## src/rtl/cc_regs.svh

```systemverilog
// Constants of the clock output select and control block.
// Assumes a single 20 MHz system clock; included by bare name.
`ifndef CC_REGS_SVH
`define CC_REGS_SVH

// ****************************************
// Timing
// ****************************************
`define CC_CLK_HZ         20000000
`define CC_CYC_PER_MS     (`CC_CLK_HZ / 1000)
`define CC_TMO_SEL0_MS    500
`define CC_TMO_SEL1_MS    1000
`define CC_TMO_SEL2_MS    2000
`define CC_TMO_SEL3_MS    4000
`define CC_RST_PULSE_MS   250
`define CC_SLEW_DIV       16
`define CC_SLEW_STEP      32'h0000_0100

// ****************************************
// Output dividers
// ****************************************
`define CC_DIV_SE_THIRD_PLL    3'h5
`define CC_DIV_SE_SECOND_PLL    3'h4
`define CC_DIV_SE_REF     3'h4
`define CC_DIV_SE_OSC     3'h1
`define CC_DIV_DIFF_FIRST_PLL  3'h1
`define CC_DIV_DIFF_SECOND_PLL  3'h3
`define CC_DIV_DIFF_REF   3'h1

// ****************************************
// Select codes and resets
// ****************************************
`define CC_SE_OSC32K      4'h4
`define CC_SE_THIRD_PLL        4'h8
`define CC_SE_SECOND_PLL        4'he
`define CC_SE_REF         4'hd
`define CC_SETTING_RST    32'h0000_0000

`endif

```

## src/rtl/cc_pkg.sv

```systemverilog
// Types of the clock output select and control block.
// Assumes cc_regs.svh supplies all numeric constants.
`default_nettype none
package cc_pkg;

  typedef enum logic [1:0] {
    CC_FN_OUT_EN  = 2'b00,
    CC_FN_PWRDN   = 2'b01,
    CC_FN_MONITOR = 2'b10,
    CC_FN_FSEL    = 2'b11
  } cc_pin_fn_t;

  typedef enum logic [1:0] {
    CC_PWR_FULL  = 2'b00,
    CC_PWR_PIN   = 2'b01,
    CC_PWR_REG   = 2'b10,
    CC_PWR_ULTRA = 2'b11
  } cc_pwr_t;

  typedef enum logic [2:0] {
    CC_SRC_NONE = 3'b000,
    CC_SRC_OSC  = 3'b001,
    CC_SRC_FIRST_PLL = 3'b010,
    CC_SRC_SECOND_PLL = 3'b011,
    CC_SRC_THIRD_PLL = 3'b100,
    CC_SRC_REF  = 3'b101
  } cc_src_t;

  // One-cycle ticks, one per half period of each source
  typedef struct packed {
    logic osc32k;
    logic first_pll;
    logic second_pll;
    logic third_pll;
    logic ref_clk;
  } cc_ticks_t;

  typedef struct packed {
    logic [3:0] se_sel;
    logic       diff_a_second_pll;
    logic       diff_b_second_pll;
    logic       diff_ref;
    logic       freq_control_enable;
    cc_pin_fn_t enable_pin_function_field;
    logic       reset_pin_sel;
    logic       reset_ctl_en;
    logic       i2c_oe_en;
    logic [2:0] out_en;
    logic       reg_powerdown;
    logic       ultra_powerdown;
    logic       timer_en;
    logic [1:0] timer_sel;
    logic [1:0] freq_sel_reg;
    logic [1:0] cfg_index;
  } cc_cfg_t;

endpackage
`default_nettype wire

```

## src/rtl/cc_clock_ctrl.sv

```systemverilog
// Output source select, frequency control, timer and power gating.
// Assumes source ticks and pins are synchronous to clk; cfg_stage
// holds bytes staged by the serial port, applied on cfg_stop.
//
// Contract
// RULE1: Single-ended source from four select bits: 32k, THIRD_PLL/5, SECOND_PLL/4, ref/4.
// RULE2: Differential source: own bit gives SECOND_PLL/3, shared bit ref/1, else FIRST_PLL/1.
// RULE3: Control off gives selection 0; pin function select gives {0,pin}.
// RULE4: Control on, latched clock pin low: selection from clock and data pins.
// RULE5: Control on, latched clock pin high: selection from register field.
// RULE6: Four stored settings; setting steps toward target without overshoot.
// RULE7: Pin level change yields glitch-free output frequency change.
// RULE8: Config index chooses which stored setting receives setting writes.
// RULE9: Monitor function: end device down moves single-ended output to 32k.
// RULE10: Software writes code 10 to pin function field to pick monitor.
// RULE11: Timer offers 0.5, 1, 2 or 4 second intervals by two bits.
// RULE12: Timer expiry sets flag; timer enable written 0 clears it.
// RULE13: Expiry with reset control enabled drives 250 ms reset pulse.
// RULE14: Expiry with control on returns to first setting, then disables control.
// RULE15: Pin functions: output enable, power-down, monitor, select bit, reset.
// RULE16: Output enable function gates only the single-ended output.
// RULE17: Pin power-down low stops all outputs except enabled 32k output.
// RULE18: Output runs only with power-down inactive, global and own enables.
// RULE19: Register power-down keeps serial port alive; ultra turns all off.
// RULE20: Block write bytes apply together only after STOP.
// RULE21: Stopped outputs sit low; start and stop on whole periods only.
`default_nettype none
`include "cc_regs.svh"
module cc_clock_ctrl #(
  parameter int CYC_PER_MS = `CC_CYC_PER_MS,
  parameter int SET_W      = 32
) (
  input  wire logic              clk,
  input  wire logic              rst,
  input  wire cc_pkg::cc_cfg_t   cfg_stage,
  input  wire logic              cfg_stop,
  input  wire logic              vco_wr,
  input  wire logic [SET_W-1:0]  vco_wdata,
  input  wire cc_pkg::cc_ticks_t src_ticks,
  input  wire logic              mf_pin_i,
  output logic                   mf_pin_o,
  output logic                   mf_pin_oe,
  input  wire logic              scl_i,
  input  wire logic              sda_i,
  output logic                   single_ended_output,
  output logic                   differential_output_a,
  output logic                   differential_output_b,
  output logic                   timeout_flag,
  output cc_pkg::cc_pwr_t        pwr_state,
  output logic                   i2c_active,
  output logic [1:0]             freq_sel,
  output logic [SET_W-1:0]       vco_setting,
  output logic                   slewing
);
  localparam int MS_W = 13;
  localparam int PS_W = $clog2(CYC_PER_MS + 1);

  // ****************************************
  // Helpers
  // ****************************************
  function automatic logic pick_tick(cc_pkg::cc_src_t s,
                                     cc_pkg::cc_ticks_t t);
    logic r;
    r = 1'b0;
    unique case (s)
      cc_pkg::CC_SRC_NONE: r = 1'b0;
      cc_pkg::CC_SRC_OSC:  r = t.osc32k;
      cc_pkg::CC_SRC_FIRST_PLL: r = t.first_pll;
      cc_pkg::CC_SRC_SECOND_PLL: r = t.second_pll;
      cc_pkg::CC_SRC_THIRD_PLL: r = t.third_pll;
      cc_pkg::CC_SRC_REF:  r = t.ref_clk;
      default:             r = 1'b0;
    endcase
    return r;
  endfunction

  function automatic logic [5:0] diff_route(logic own, logic shared);
    logic [5:0] r;
    if (shared) begin
      r = {cc_pkg::CC_SRC_REF, `CC_DIV_DIFF_REF};
    end else if (own) begin
      r = {cc_pkg::CC_SRC_SECOND_PLL, `CC_DIV_DIFF_SECOND_PLL};
    end else begin
      r = {cc_pkg::CC_SRC_FIRST_PLL, `CC_DIV_DIFF_FIRST_PLL};
    end
    return r;
  endfunction

  // ****************************************
  // Staged configuration
  // ****************************************
  cc_pkg::cc_cfg_t  cfg_r;
  logic             pend_r;
  logic [SET_W-1:0] pend_data_r;

  always_ff @(posedge clk) begin
    if (rst) begin
      cfg_r <= '0;
    end else if (cfg_stop) begin
      cfg_r <= cfg_stage; // RULE20
    end
  end

  always_ff @(posedge clk) begin
    if (rst) begin
      pend_r      <= 1'b0;
      pend_data_r <= '0;
    end else if (cfg_stop) begin
      pend_r <= 1'b0;
    end else if (vco_wr) begin
      pend_r      <= 1'b1;
      pend_data_r <= vco_wdata;
    end
  end

  // Selection pin caught once after reset release
  logic arm_r;
  logic sel_latch_r;

  always_ff @(posedge clk) begin
    if (rst) begin
      arm_r       <= 1'b1;
      sel_latch_r <= 1'b1;
    end else if (arm_r) begin
      arm_r       <= 1'b0;
      sel_latch_r <= scl_i;
    end
  end

  // ****************************************
  // Frequency selection
  // ****************************************
  logic       kill_r;
  logic       fce_eff;
  logic       expire;
  logic [1:0] fsel_nxt;
  cc_pkg::cc_pin_fn_t fn;

  assign fn      = cfg_r.enable_pin_function_field;
  assign fce_eff = cfg_r.freq_control_enable & ~kill_r;

  always_comb begin
    if (!fce_eff) begin
      fsel_nxt = 2'h0; // RULE3 RULE14
    end else if (fn == cc_pkg::CC_FN_FSEL && !cfg_r.reset_pin_sel) begin
      fsel_nxt = {1'b0, mf_pin_i}; // RULE3 RULE15
    end else if (!sel_latch_r) begin
      fsel_nxt = {scl_i, sda_i}; // RULE4
    end else begin
      fsel_nxt = cfg_r.freq_sel_reg; // RULE5
    end
  end

  assign freq_sel = fsel_nxt;

  // Stays off until software drops the enable
  always_ff @(posedge clk) begin
    if (rst || !cfg_r.freq_control_enable) begin
      kill_r <= 1'b0;
    end else if (expire) begin
      kill_r <= 1'b1; // RULE14
    end
  end

  // ****************************************
  // Stored settings and slew
  // ****************************************
  logic [SET_W-1:0] target;
  logic [SET_W-1:0] cur_r;
  logic [4:0]       slew_div_r;
  logic             slew_tick;

  cc_setting_mem #(.W(SET_W), .DEPTH(4), .AW(2)) u_mem (
    .clk   (clk),
    .rst   (rst),
    .we    (pend_r & cfg_stop), // RULE8 RULE20
    .waddr (cfg_r.cfg_index), // RULE8
    .wdata (pend_data_r),
    .raddr (fsel_nxt), // RULE6
    .rdata (target)
  );

  always_ff @(posedge clk) begin
    if (rst || slew_tick) begin
      slew_div_r <= '0;
    end else begin
      slew_div_r <= slew_div_r + 5'h1;
    end
  end
  assign slew_tick = slew_div_r == 5'(`CC_SLEW_DIV - 1);

  // Bounded steps keep the loop locked; the last step lands exactly
  always_ff @(posedge clk) begin
    if (rst) begin
      cur_r <= SET_W'(`CC_SETTING_RST);
    end else if (slew_tick && cur_r != target) begin
      if (target > cur_r) begin
        cur_r <= (target - cur_r > `CC_SLEW_STEP) ?
                 cur_r + `CC_SLEW_STEP : target; // RULE6 RULE7
      end else begin
        cur_r <= (cur_r - target > `CC_SLEW_STEP) ?
                 cur_r - `CC_SLEW_STEP : target; // RULE6 RULE7
      end
    end
  end
  assign vco_setting = cur_r;
  assign slewing     = cur_r != target;

  // ****************************************
  // Timer
  // ****************************************
  logic [PS_W-1:0] ps_r;
  logic            ms_tick;
  logic [MS_W-1:0] ms_r;
  logic [MS_W-1:0] lim;
  logic [MS_W-1:0] pulse_r;
  logic            flag_r;

  always_ff @(posedge clk) begin
    if (rst || ms_tick) begin
      ps_r <= '0;
    end else begin
      ps_r <= ps_r + PS_W'(1);
    end
  end
  assign ms_tick = ps_r == PS_W'(CYC_PER_MS - 1);

  always_comb begin
    unique case (cfg_r.timer_sel)
      2'h0: lim = MS_W'(`CC_TMO_SEL0_MS); // RULE11
      2'h1: lim = MS_W'(`CC_TMO_SEL1_MS);
      2'h2: lim = MS_W'(`CC_TMO_SEL2_MS);
      2'h3: lim = MS_W'(`CC_TMO_SEL3_MS);
    endcase
  end

  assign expire = cfg_r.timer_en & ~flag_r & ms_tick &
                  (ms_r == lim - MS_W'(1));

  always_ff @(posedge clk) begin
    if (rst || !cfg_r.timer_en || flag_r) begin
      ms_r <= '0;
    end else if (ms_tick) begin
      ms_r <= ms_r + MS_W'(1);
    end
  end

  // Expiry needs the enable, so set and clear never meet
  always_ff @(posedge clk) begin
    if (rst || !cfg_r.timer_en) begin
      flag_r <= 1'b0; // RULE12
    end else if (expire) begin
      flag_r <= 1'b1; // RULE12
    end
  end
  assign timeout_flag = flag_r;

  always_ff @(posedge clk) begin
    if (rst) begin
      pulse_r <= '0;
    end else if (expire && cfg_r.reset_ctl_en) begin
      pulse_r <= MS_W'(`CC_RST_PULSE_MS); // RULE13
    end else if (ms_tick && pulse_r != '0) begin
      pulse_r <= pulse_r - MS_W'(1);
    end
  end

  assign mf_pin_oe = cfg_r.reset_pin_sel; // RULE15
  assign mf_pin_o  = cfg_r.reset_pin_sel & (pulse_r != '0); // RULE13

  // ****************************************
  // Power and output gating
  // ****************************************
  logic       pin_in_use;
  logic       pin_pd;
  logic       mon_down;
  logic [5:0] se_route;
  logic [5:0] route [3];
  logic [2:0] want;
  logic [2:0] run_r;
  logic [2:0] out_r;
  logic [2:0] cnt_r [3];

  assign pin_in_use = ~cfg_r.reset_pin_sel;
  assign pin_pd     = pin_in_use & fn == cc_pkg::CC_FN_PWRDN & ~mf_pin_i;
  assign mon_down   = pin_in_use & fn == cc_pkg::CC_FN_MONITOR & ~mf_pin_i;

  always_comb begin
    if (cfg_r.ultra_powerdown) begin
      pwr_state = cc_pkg::CC_PWR_ULTRA; // RULE19
    end else if (cfg_r.reg_powerdown) begin
      pwr_state = cc_pkg::CC_PWR_REG; // RULE19
    end else if (pin_pd) begin
      pwr_state = cc_pkg::CC_PWR_PIN; // RULE17
    end else begin
      pwr_state = cc_pkg::CC_PWR_FULL;
    end
  end
  assign i2c_active = ~cfg_r.ultra_powerdown; // RULE19

  always_comb begin
    if (mon_down) begin
      se_route = {cc_pkg::CC_SRC_OSC, `CC_DIV_SE_OSC}; // RULE9
    end else begin
      unique case (cfg_r.se_sel)
        `CC_SE_OSC32K: se_route = {cc_pkg::CC_SRC_OSC, `CC_DIV_SE_OSC};
        `CC_SE_THIRD_PLL:   se_route = {cc_pkg::CC_SRC_THIRD_PLL, `CC_DIV_SE_THIRD_PLL};
        `CC_SE_SECOND_PLL:   se_route = {cc_pkg::CC_SRC_SECOND_PLL, `CC_DIV_SE_SECOND_PLL};
        `CC_SE_REF:    se_route = {cc_pkg::CC_SRC_REF, `CC_DIV_SE_REF};
        default:       se_route = {cc_pkg::CC_SRC_NONE, 3'h1};
      endcase // RULE1
    end
  end

  assign route[0] = se_route;
  assign route[1] = diff_route(cfg_r.diff_a_second_pll, cfg_r.diff_ref); // RULE2
  assign route[2] = diff_route(cfg_r.diff_b_second_pll, cfg_r.diff_ref); // RULE2

  always_comb begin
    logic base;
    logic se_32k;
    base   = ~cfg_r.ultra_powerdown & ~cfg_r.reg_powerdown &
             cfg_r.i2c_oe_en; // RULE18 RULE19
    se_32k = route[0][5:3] == cc_pkg::CC_SRC_OSC;
    want   = base ? cfg_r.out_en : 3'h0; // RULE18
    if (pin_pd) begin
      want = {2'h0, want[0] & se_32k}; // RULE17
    end
    if (pin_in_use && fn == cc_pkg::CC_FN_OUT_EN && !mf_pin_i) begin
      want[0] = 1'b0; // RULE16
    end
  end

  // Run state only moves while the output sits low
  for (genvar i = 0; i < 3; i++) begin : g_out
    always_ff @(posedge clk) begin
      if (rst) begin
        run_r[i] <= 1'b0;
      end else if (!out_r[i]) begin
        run_r[i] <= want[i]; // RULE21
      end
    end

    always_ff @(posedge clk) begin
      if (rst || !run_r[i]) begin
        cnt_r[i] <= '0;
        out_r[i] <= 1'b0; // RULE21
      end else if (pick_tick(cc_pkg::cc_src_t'(route[i][5:3]),
                             src_ticks)) begin
        if (cnt_r[i] >= route[i][2:0] - 3'h1) begin
          cnt_r[i] <= '0;
          out_r[i] <= ~out_r[i]; // RULE1 RULE2 RULE7
        end else begin
          cnt_r[i] <= cnt_r[i] + 3'h1;
        end
      end
    end
  end

  assign single_ended_output   = out_r[0];
  assign differential_output_a = out_r[1];
  assign differential_output_b = out_r[2];
endmodule
`default_nettype wire

```

## src/rtl/cc_setting_mem.sv

```systemverilog
// Four stored feedback divider settings of the second PLL.
// Assumes one write port and a registered read port on clk.
`default_nettype none
`include "cc_regs.svh"
module cc_setting_mem #(
  parameter int W     = 32,
  parameter int DEPTH = 4,
  parameter int AW    = 2
) (
  input  wire logic          clk,
  input  wire logic          rst,
  input  wire logic          we,
  input  wire logic [AW-1:0] waddr,
  input  wire logic [W-1:0]  wdata,
  input  wire logic [AW-1:0] raddr,
  output logic      [W-1:0]  rdata
);
  logic [W-1:0] mem [DEPTH];

  always_ff @(posedge clk) begin
    if (rst) begin
      for (int i = 0; i < DEPTH; i++) begin
        mem[i] <= W'(`CC_SETTING_RST);
      end
    end else if (we) begin
      mem[waddr] <= wdata;
    end
  end

  always_ff @(posedge clk) begin
    if (rst) begin
      rdata <= W'(`CC_SETTING_RST);
    end else begin
      rdata <= mem[raddr];
    end
  end
endmodule
`default_nettype wire

```

## config.mk

```make
export PLATFORM = sky130hd
export DESIGN_NAME = cc_clock_ctrl
export DESIGN_NICKNAME = d
export VERILOG_FILES = /design/src/rtl/cc_pkg.sv /design/src/rtl/cc_clock_ctrl.sv /design/src/rtl/cc_setting_mem.sv
export VERILOG_INCLUDE_DIRS = /design/src /design/src/rtl
export SDC_FILE = /design/constraint.sdc
export NUM_CORES = 1
export LEC_CHECK = 0
export BUFFER_PORTS_ARGS = -buffer_cell sky130_fd_sc_hd__buf_2
export CAP_MARGIN = 20
export CORE_UTILIZATION = 54
export CTS_CLUSTER_DIAMETER = 120
export DETAILED_ROUTE_END_ITERATION = 12
export PLACE_DENSITY = 0.74
export SLEW_MARGIN = 5
export SYNTH_ARGS = -nofsm -noshare
export SYNTH_HDL_FRONTEND = slang
export SYNTH_SLANG_ARGS = --single-unit
```

## constraint.sdc

```tcl
create_clock -name clk -period 4.35 [get_ports clk]
set_input_delay 0 -clock clk [delete_from_list [all_inputs] [get_ports clk]]
set_output_delay 0 -clock clk [all_outputs]
set_load 0.02 [all_outputs]
```

After elaboration in Yosys (flattened, before gate mapping)
Memory sizes are Yosys's and may differ from the RTL's. A register that Yosys moved wholly into a read port is not among the register bits.
Cells that the tools add are included.
{"block": "word_totals", "mem_bits_ro": 0, "latch_bits": 0, "memories": 2, "mem_bits_rw": 137, "ff_bits": 146, "output_inout_bits": 44, "wordCells": 218}
{"name": "u_mem.mem", "depth": 4, "width": 32, "read_ports": 1, "rd_clocked_by_memory_dff": 1, "write_ports": 4, "line": "cc_setting_mem.sv:18", "source": "logic [W-1:0] mem [DEPTH];"}
{"name": "cnt_r", "depth": 3, "width": 3, "read_ports": 3, "rd_clocked_by_memory_dff": 0, "write_ports": 3, "line": "cc_clock_ctrl.sv:282", "source": "logic [2:0] cnt_r [3];"}
{"block": "classes", "add_sub_neg": 15, "eq_ne": 29, "n_lt_le_gt_ge": 6, "bitwise": 29, "multipliers": 0, "div_mod_pow": 0, "n_mux": 71, "shifts": 0, "reduce_logical": 32}
{"operator": "$mux 32", "n": 4}
{"operator": "$gt 32x9->1 const B", "n": 2}
{"operator": "$sub 32x32->32", "n": 2}
{"operator": "$pmux 13 s4", "n": 1}
{"operator": "$mux 1", "n": 41}
{"operator": "$add 32x9->32 const B", "n": 1}
{"operator": "$gt 32x32->1", "n": 1}
{"operator": "$ne 32x32->1", "n": 1}
{"operator": "$reduce_or 32->1", "n": 1}
{"operator": "$sub 32x9->32 const B", "n": 1}
{"operator": "$sub 13x1->13 const B", "n": 2}
{"operator": "$mux 3", "n": 8}
{"operator": "$pmux 6 s4", "n": 1}
{"operator": "$eq 3x2->1 const B", "n": 6}
{"operator": "$eq 3x3->1 const B", "n": 6}
{"operator": "$mux 6", "n": 3}
{"operator": "$mux 8", "n": 2}
{"operator": "$add 15x1->15 const B", "n": 1}
{"operator": "$eq 15x15->1 const B", "n": 1}
{"operator": "$pmux 1 s5", "n": 3}
{"operator": "$add 13x1->13 const B", "n": 1}
{"operator": "$and 1x1->1", "n": 13}
{"operator": "$eq 13x13->1", "n": 1}
{"operator": "$reduce_bool 13->1", "n": 1}
{"operator": "21 further kinds", "n": 78}

Longest topological paths before layout
Gate-level depths: netlist of the first run.
{"block": "depth", "ltp_word": 12, "ltp_mapped": 17, "ltp_nobuf": 14}

By module
Synthesis of the first run repeated with hierarchy kept, for this count alone.
{"block": "hier_totals", "hier_cells": 1958, "hier_area_um2": 18046.1}
{"module": "cc_clock_ctrl", "cells_per_inst": 1536, "area_per_inst_um2": 11643.7, "seq_area_each_um2": 3193.1, "n_inst": 1}
{"module": "cc_setting_mem", "cells_per_inst": 422, "area_per_inst_um2": 6402.4, "seq_area_each_um2": 4484.3, "n_inst": 1}

Least setup slack after synthesis of the first run
No wires, ideal clock.
{"block": "synth_path", "kind": "register to register", "from": "register cur_r[14], in the netlist vco_setting[14]", "to": "register cur_r[14], in the netlist vco_setting[14]", "required_ns": 4.225, "setup_ns": 0.125, "path_slack_ns": 0.499, "n_path_buf": 4, "arrival_time_ns": 3.726, "path_stages_with_launch": 18, "synth_period_minus_slack_ns": 3.851, "path_cell_list": "dfxtp_1 > clkbuf_1 > inv_1 > ha_1 > buf_2 > a21oi_1 > o21ai_0 > a2bb2oi_1 > o31ai_1 > o21a_1 > or3_1 > a2111oi_1 > and4b_1 > buf_4 > mux2i_2 > clkbuf_1 > o2111ai_1 > nand3_1"}
{"block": "synth_between", "elab_chain_cells": 4, "word_cells_on_any_way": 12, "classes_between": "4 x add/sub; 3 x order compare; 1 x eq/ne; 3 x mux; 1 x reduce/logical"}
{"element": "from (decl)", "line": "cc_clock_ctrl.sv:169", "source": "logic [SET_W-1:0] cur_r;"}
{"element": "from (signal assigned)", "line": "cc_clock_ctrl.sv:195", "source": "cur_r <= SET_W'(`CC_SETTING_RST);"}
{"element": "from (signal assigned)", "line": "cc_clock_ctrl.sv:198", "source": "cur_r <= (target - cur_r > `CC_SLEW_STEP) ?"}
{"element": "from (signal assigned)", "line": "cc_clock_ctrl.sv:201", "source": "cur_r <= (cur_r - target > `CC_SLEW_STEP) ?"}
{"element": "$sub 32x32->32, on equally long branches", "line": "cc_clock_ctrl.sv:201, cc_clock_ctrl.sv:198"}
{"element": "$gt 32x9->1 (no line)"}
{"element": "$mux 32, on equally long branches", "line": "cc_clock_ctrl.sv:201, cc_clock_ctrl.sv:198"}
{"element": "$mux 32", "line": "cc_clock_ctrl.sv:197", "source": "if (target > cur_r) begin"}
Parallel ways exist; a longest one is shown, timed or not.
A chain may end at the register's enable or synchronous reset.

Worst setup path in the final report of the first run
{"block": "layout_path", "from": "register cur_r[23], in the netlist vco_setting[23]", "to": "register cur_r[7], in the netlist vco_setting[7]"}
The elaborated chain is that of the path after synthesis.

==> run_results.csv, run 1 <==
group,metric,value,unit
critical_path,worstPathCellList,"clkinv_1, ha_1, buf_4, nand2_1, nor2_1, nand3_1, a21oi_1, o31a_1, o22ai_1, a2111oi_1, buf_4, and4b_1, mux2i_2, buf_4, o21ai_0, a21oi_1",
layout,fillers,2598,
floorplan,ioPinCount,113,
layout,multi_input_area,0.00991,mm²
critical_path,critical_path.max_stage_delay,0.55,ns
clock_network,cts_tree,"yes",
sta,fmax,0.240,GHz
global_routing,track_usage,32.0,%
detailed_routing,drt_iter0_markers,1596,
floorplan,die_h,186,µm
clock_network,cts_root_buffer,"clkbuf_16",
critical_path,crit_slowest_cell,"ha_1",
sta,clock_skew,0.0240,ns
sta,relSlewSlack,37.6,%
detailed_routing,via_per_inst,6.01,
global_routing,grt_antenna_before_repair,2,
worst_hold_path,hold_depth,3,
synth,syn_area_per_cell,9.36,µm²
critical_path,cp_max_fo,15,
critical_path,critPathArrivalTime,4.54,ns
pwr,pwr-share-clk,41.0,%
pwr,p_comb_share,14.9,%
sta,fin_crit,4.16,ns
synth,synthFlopType,"dfxtp_1",
floorplan,rows,67,
detailed_routing,wl,56.2,mm
synth,synth-edff-count,137,
critical_path,critPathKind,"flop to flop",
sta,hold_viol_final,0,
clock_network,numCtsBuffers,35,
synth,ys_seq_area_share,41.8,%
floorplan,dieArea,0.0347,mm²
worst_hold_path,hp-class,"primary input to flop",
layout,synthToLayoutAreaGrowth,21.0,%
synth,yosys_warnings,0,
critical_path,crit_top_cell,"buf_4",
clock_network,clock_latency,0.54,ns
pwr,sw_frac_of_total,26.3,%
placement,io_buffers,112,
sta,finalMaxSlewViolations,0,
layout,ff_latch_area,0.00768,mm²
detailed_routing,first_pass_iters,8,
synth,synthCells,1961,
detailed_routing,wl_per_cell,20.7,µm
clock_network,cts.htree.levels,2,
placement,dpl.hpwl,40.0,mm
layout,drive_gt1_share,16.9,%
clock_network,clk_pin_slew,0.06,ns
critical_path,worstPathRequired,4.73,ns
job,max_cap_violations,0,
floorplan,coreArea,0.0334,mm²
floorplan,initial_core_util,54.9,%
critical_path,cp_top_family,"compound AO/OA/AOI/OAI gates",
critical_path,crit_path_start_kind,"flop",
critical_path,r2r_setup_slack,0.19,ns
sta,setup_viol,0,
layout,final_area,0.0222,mm²
pwr,leakagePower,9.07,nW
global_routing,grt_max_degree,80,
sta,tightest_slew,0.937,ns
layout,layout.nets,2388,
pwr,power.density,331,mW/mm²
synth,async_reset_ff_share,0,%
critical_path,end_kind,"flop",
outcome,status,"finished, final reports clean",
clock_network,clockBufferDepth,3,
global_routing,grt_pass1_vias,15800,
floorplan,die_width,186,µm
synth,ys_types,90,
placement,gp_routability_congestion,1.03,
synth,synth.cell_area,0.0184,mm²
detailed_routing,antenna_left,0,
pwr,seqPwrFrac,44.1,%
detailed_routing,vias,16300,
synth,synth_fp_nets,2114,
critical_path,reg2reg_depth,16,
placement,dpl_cell_area,0.0201,mm²
global_routing,grt_pass1_wl,88.0,mm
sta,rsz0062_at_grt,"false",
sta,setup-tns-final,0,ns
global_routing,gr-total-overflow,0,
pwr,ir_worst_vdd,357,µV
critical_path,cp.depth,16,
sta,min_period_over_period,95.6,%
synth,yosys_register_bits,315,
pwr,switchingPower,1.94,mW
clock_network,clkSinkCount,315,
critical_path,crit_buf_inv,4,
pwr,p_int,5.42,mW
detailed_routing,drc_errors,0,
layout,diodes,0,
## path summary, 6_finish.rpt
path / startpoint / end
max: vco_setting[23] / vco_setting[7]
min: cfg_stop / pend_r
max reg2reg: vco_setting[23] / vco_setting[7]
min reg2reg: ps_r[0] / ps_r[0]
## repair_timing
| item | 4_1_cts | 5_1_grt |
|---|---|---|
| setup buffers | 0 | 0 |
| gates resized for setup | 0 | 6 |
| endpoints found under the hold margin | 68 | 0 |
| endpoints found under the setup margin | 0 | 31 |
| hold buffers | 90 | 0 |
## cell usage after synthesis, types with 20 or more instances
cell type / instances / area (µm²)
clkbuf_1: 60 / 225
and2_1: 142 / 888
inv_1: 93 / 349
a21o_1: 23 / 173
xor2_1: 38 / 333
ha_1: 83 / 1040
nand2b_1: 21 / 131
nand4_1: 35 / 219
nor2b_1: 46 / 288
a21oi_1: 147 / 736
o21ai_0: 77 / 385
mux2i_1: 31 / 310
buf_2: 21 / 105
nand2_1: 166 / 623
or3_1: 20 / 125
nand3_1: 61 / 305
dfxtp_1: 178 / 3560
mux4_2: 32 / 721
nor3_1: 41 / 205
o21a_1: 25 / 188
edfxtp_1: 137 / 4110
nor2_1: 141 / 529
xnor2_1: 56 / 490
## worst min-delay path, stage by stage
cell and delay, ns:
buf_2 0.11, buf_4 0.27, nor3_1 0.23
## stage by stage
stage                     cells  util, %  hold WS, ns  worst slack, ns  total power, mW
after floorplan            1961        -       0.0277            0.499             3.92
after global placement     2556     60.1        0.228            0.132             4.30
after detailed placement   2556     60.1        0.237            0.162             4.31
after CTS                  2710     66.4        0.124            0.139             7.36
after global routing       2710     66.4        0.166         0.000650             7.60
final                      2710     66.4        0.140            0.192             7.36
## sequential cells by signal, indices dropped and copies added (netlist names), 2 cells and up
register / cells
u_mem.mem: 128
cfg_r: 22
u_mem.rdata: 32
fn: 2
cnt_r: 9
ps_r: 15
pulse_r: 13
pend_data_r: 32
ms_r: 13
slew_div_r: 5
run_r: 3
vco_setting: 32
## layout by cell type, fill, tap and decap left out, drive strengths merged, types with 14 or more instances in the layout
| master | n |
|---|---|
| o21ai | 85 |
| edfxtp | 137 |
| nand3 | 61 |
| o21a | 25 |
| mux2i | 33 |
| nor4 | 20 |
| nor3 | 42 |
| inv | 94 |
| dlygate4sd3 | 90 |
| a21oi | 148 |
| xnor2 | 56 |
| nand2b | 21 |
| a21o | 23 |
| a221oi | 14 |
| nor2b | 47 |
| ha | 83 |
| clkbuf | 51 |
| mux4 | 32 |
| a31oi | 19 |
| xor2 | 38 |
| a211oi | 16 |
| or3 | 20 |
| o211ai | 15 |
| and2 | 143 |
| dfxtp | 178 |
| nor2 | 142 |
| nand4 | 35 |
| nand2 | 166 |
| buf | 250 |
| and3 | 17 |
## layer usage
| layer | vias up | part of all wire (%) | global-route usage, % |
|---|---|---|---|
| met5 | - | 0.089 | 1.10 |
| met2 | 695 | 46 | 51.1 |
| met4 | 2 | 2.5 | 10.2 |
| met3 | 94 | 7.8 | 5.59 |
| li1 | 7606 | - | - |
| met1 | 7893 | 44 | 44.2 |
## cell type report
class                      instances  share of cell area, %
multi-input combinational       1448                   44.6
clock buffer                      51                   4.48
sequential                       315                   34.6
clock inverter                    13                  0.828
timing repair buffer             340                   11.4
inverter                          95                   1.61
tap                              448                   2.52
## power by group through the flow
stage	Clock, mW	Sequential, mW	Combinational (mW)
CTS	3.05	3.24	1.07
global route	3.17	3.25	1.18
finish	3.02	3.25	1.10
floorplan	0	3.27	0.649
detailed placement	0	3.31	1.00
global placement	0	3.30	1.00
## kinds of logic after synthesis
logic type / Yosys count / share of synthesized area, %
AND/OR/NAND/NOR: 768 / 22.0
AO/OA/AOI/OAI: 431 / 15.4
flip-flops: 315 / 41.8
XOR/XNOR: 94 / 4.49
adder cells (fa/ha/maj): 84 / 5.77
multiplexers: 71 / 6.18
buffers and inverters: 198 / 4.38
(Power assumes the default switching activity.)
==> run 2: changes to the inputs <==
--- a/config.mk
+++ b/config.mk
@@ -9,8 +9,8 @@
 export BUFFER_PORTS_ARGS = -buffer_cell sky130_fd_sc_hd__buf_2
 export CAP_MARGIN = 20
 export CORE_UTILIZATION = 54
-export CTS_CLUSTER_DIAMETER = 120
 export DETAILED_ROUTE_END_ITERATION = 12
+export MAX_ROUTING_LAYER = met4
 export PLACE_DENSITY = 0.74
 export SLEW_MARGIN = 5
 export SYNTH_ARGS = -nofsm -noshare
==> run 2 against run 1 <==
Against the previous run: fmax down 0.80%; register-to-register slack got worse by 0.03 ns; worst setup slack got worse by 0.034 ns; sequential share of layout area grew 0.060 points; core utilization is 0.12 points lower; critical path depth is 2 lower; clock power fell by 3%; routed wire length rose by 2.1%; non-clock buffer count up 4; final area decreased by 0.17%; die area did not move; largest power group unchanged.
==> run_results.csv, run 2 (synthesis gave the netlist of run 1 again) <==
group,metric,value,unit
outcome,status,"finished, final reports clean",
sta,rsz0062_at_grt,"false",
job,max_cap_violations,0,
clock_network,cts_tree,"yes",
critical_path,cp.depth,14,
critical_path,worstPathCellList,"ha_1, buf_4, a21oi_1, o21ai_1, a22oi_1, nand3_2, a221o_1, xor2_1, a211oi_1, and4b_2, nor2_1, buf_4, a221oi_2, a221oi_2",
global_routing,grt_pass1_vias,16000,
global_routing,grt_max_degree,73,
critical_path,r2r-end,"vco_setting[19]",
critical_path,crit_path_start_kind,"flop",
floorplan,rows,67,
sta,hold_viol_final,0,
worst_hold_path,hold_start,"src_ticks[4]",
layout,final_cell_mix,"dfxtp_1, nand2_1, buf_4",
critical_path,critPathArrivalTime,4.60,ns
pwr,power.density,329,mW/mm²
global_routing,grt-busiest-layer,"met2",
sta,clock_skew,0.0267,ns
sta,relSlewSlack,39.1,%
layout,layout.nets,2392,
critical_path,r2r_setup_slack,0.16,ns
global_routing,met3_usage,4.91,%
layout,drive_gt1_share,18.0,%
clock_network,clkSinkCount,315,
floorplan,coreArea,0.0334,mm²
detailed_routing,first_pass_iters,5,
global_routing,gr-usage-met1,45.4,%
layout,regMostFlops,"u_mem.mem",
layout,final_common_cell,"dfxtp_1",
placement,dp.cells,2578,
layout,largest_reg_flops,128,
detailed_routing,via_per_inst,6.05,
layout,synthToLayoutAreaGrowth,20.8,%
sta,setup_viol,0,
layout,final_area,0.0222,mm²
critical_path,setup.worst_path.start,"u_mem.rdata[13]",
global_routing,use_met2,52.8,%
floorplan,ioPinCount,113,
placement,dpl_cell_area,0.0203,mm²
placement,io_buffers,112,
sta,tightest_slew,0.913,ns
layout,diodes,0,
sta,holdWs,0.126,ns
global_routing,grt_antenna_before_repair,0,
critical_path,end_kind,"flop",
floorplan,die_h,186,µm
global_routing,grt_pass1_wl,89.4,mm
critical_path,critPathKind,"flop to flop",
detailed_routing,antenna_left,0,
critical_path,worstPathRequired,4.75,ns
placement,place_ws,0.117,ns
critical_path,crit_buf_inv,2,
sta,fin_crit,4.19,ns
sta,fmax,0.239,GHz
worst_hold_path,hp-class,"primary input to flop",
floorplan,dieArea,0.0347,mm²
sta,fin_ws,0.158,ns
global_routing,track_usage,33.7,%
placement,dpl.hpwl,40.4,mm
critical_path,critical_path.max_stage_delay,0.47,ns
pwr,ir_worst_vdd,377,µV
critical_path,reg2reg_from,"u_mem.rdata[13]",
detailed_routing,drc_errors,0,
critical_path,reg2reg_depth,14,
detailed_routing,wl_per_cell,21.1,µm
clock_network,cts.htree.levels,2,
sta,setup-tns-final,0,ns
sta,finalMaxSlewViolations,0,
clock_network,numCtsBuffers,35,
clock_network,cts_root_buffer,"clkbuf_16",
floorplan,initial_core_util,54.9,%
clock_network,clockBufferDepth,3,
clock_network,clk_pin_slew,0.07,ns
critical_path,cp_max_fo,11,
critical_path,critPathCapture,"vco_setting[19]",
clock_network,clock_latency,0.55,ns
sta,min_period_over_period,96.4,%
global_routing,gr-total-overflow,0,
critical_path,crit_slowest_cell,"dfxtp_1",
critical_path,cp_top_family,"compound AO/OA/AOI/OAI gates",
layout,stdcell_count,2714,
floorplan,die_width,186,µm
detailed_routing,vias,16400,
layout,final_util,66.3,%
pwr,total_power,7.30,mW
detailed_routing,wl,57.3,mm
layout,fillers,2631,
pwr,leakagePower,9.06,nW
placement,gp_routability_congestion,1.04,
detailed_routing,drt_iter0_markers,1704,
run 2: what timing repair did:
action / CTS / global route
buffers inserted: 0 / 1
hold endpoints to repair: 73 / 0
hold buffers: 71 / 0
setup endpoints to repair: 0 / 32
gates resized for setup: 0 / 11
run 2: cell type report:
class                   count  area (µm²)  area share (%)
multi-input cells        1448        9950            44.9
flip-flops and latches    315        7680            34.6
repair buffers            344        2510            11.3
clock buffers              47         972            4.38
well taps                 448         561            2.53
inverters                  95         357            1.61
clock inverters            17         153           0.688
run 2: worst min path at each step:
stage                        to  slack [ns]  depth (start not counted)
CTS                      pend_r        0.11                          3
finish              cnt_r[0][2]        0.13                          5
global route        cnt_r[2][0]        0.18                          4
detailed placement  sel_latch_r        0.24                          2
floorplan                 arm_r        0.03                          0
global placement    sel_latch_r        0.23                          2
run 2: per-layer routing:
metal | vias up | wire [µm]
met5 | - | 0
met4 | 0 | 1420
met3 | 113 | 4510
met2 | 749 | 26400
met1 | 7933 | 25000
li1 | 7619 | -
run 2: where the power goes:
group,switching [mW],leakage [nW],total (mW),internal (mW)
clock,1.24,0.548,2.94,1.70
combinational,0.650,5.62,1.12,0.468
sequential,0.0714,2.89,3.24,3.17
run 2: tightest hold or removal path, delay by kind of cell:
family | cells | cell delay [ns]
AOI/OAI and AO/OA | 2 | 0.19
buffers and inverters | 2 | 0.16
and+or+nand+nor | 1 | 0.16
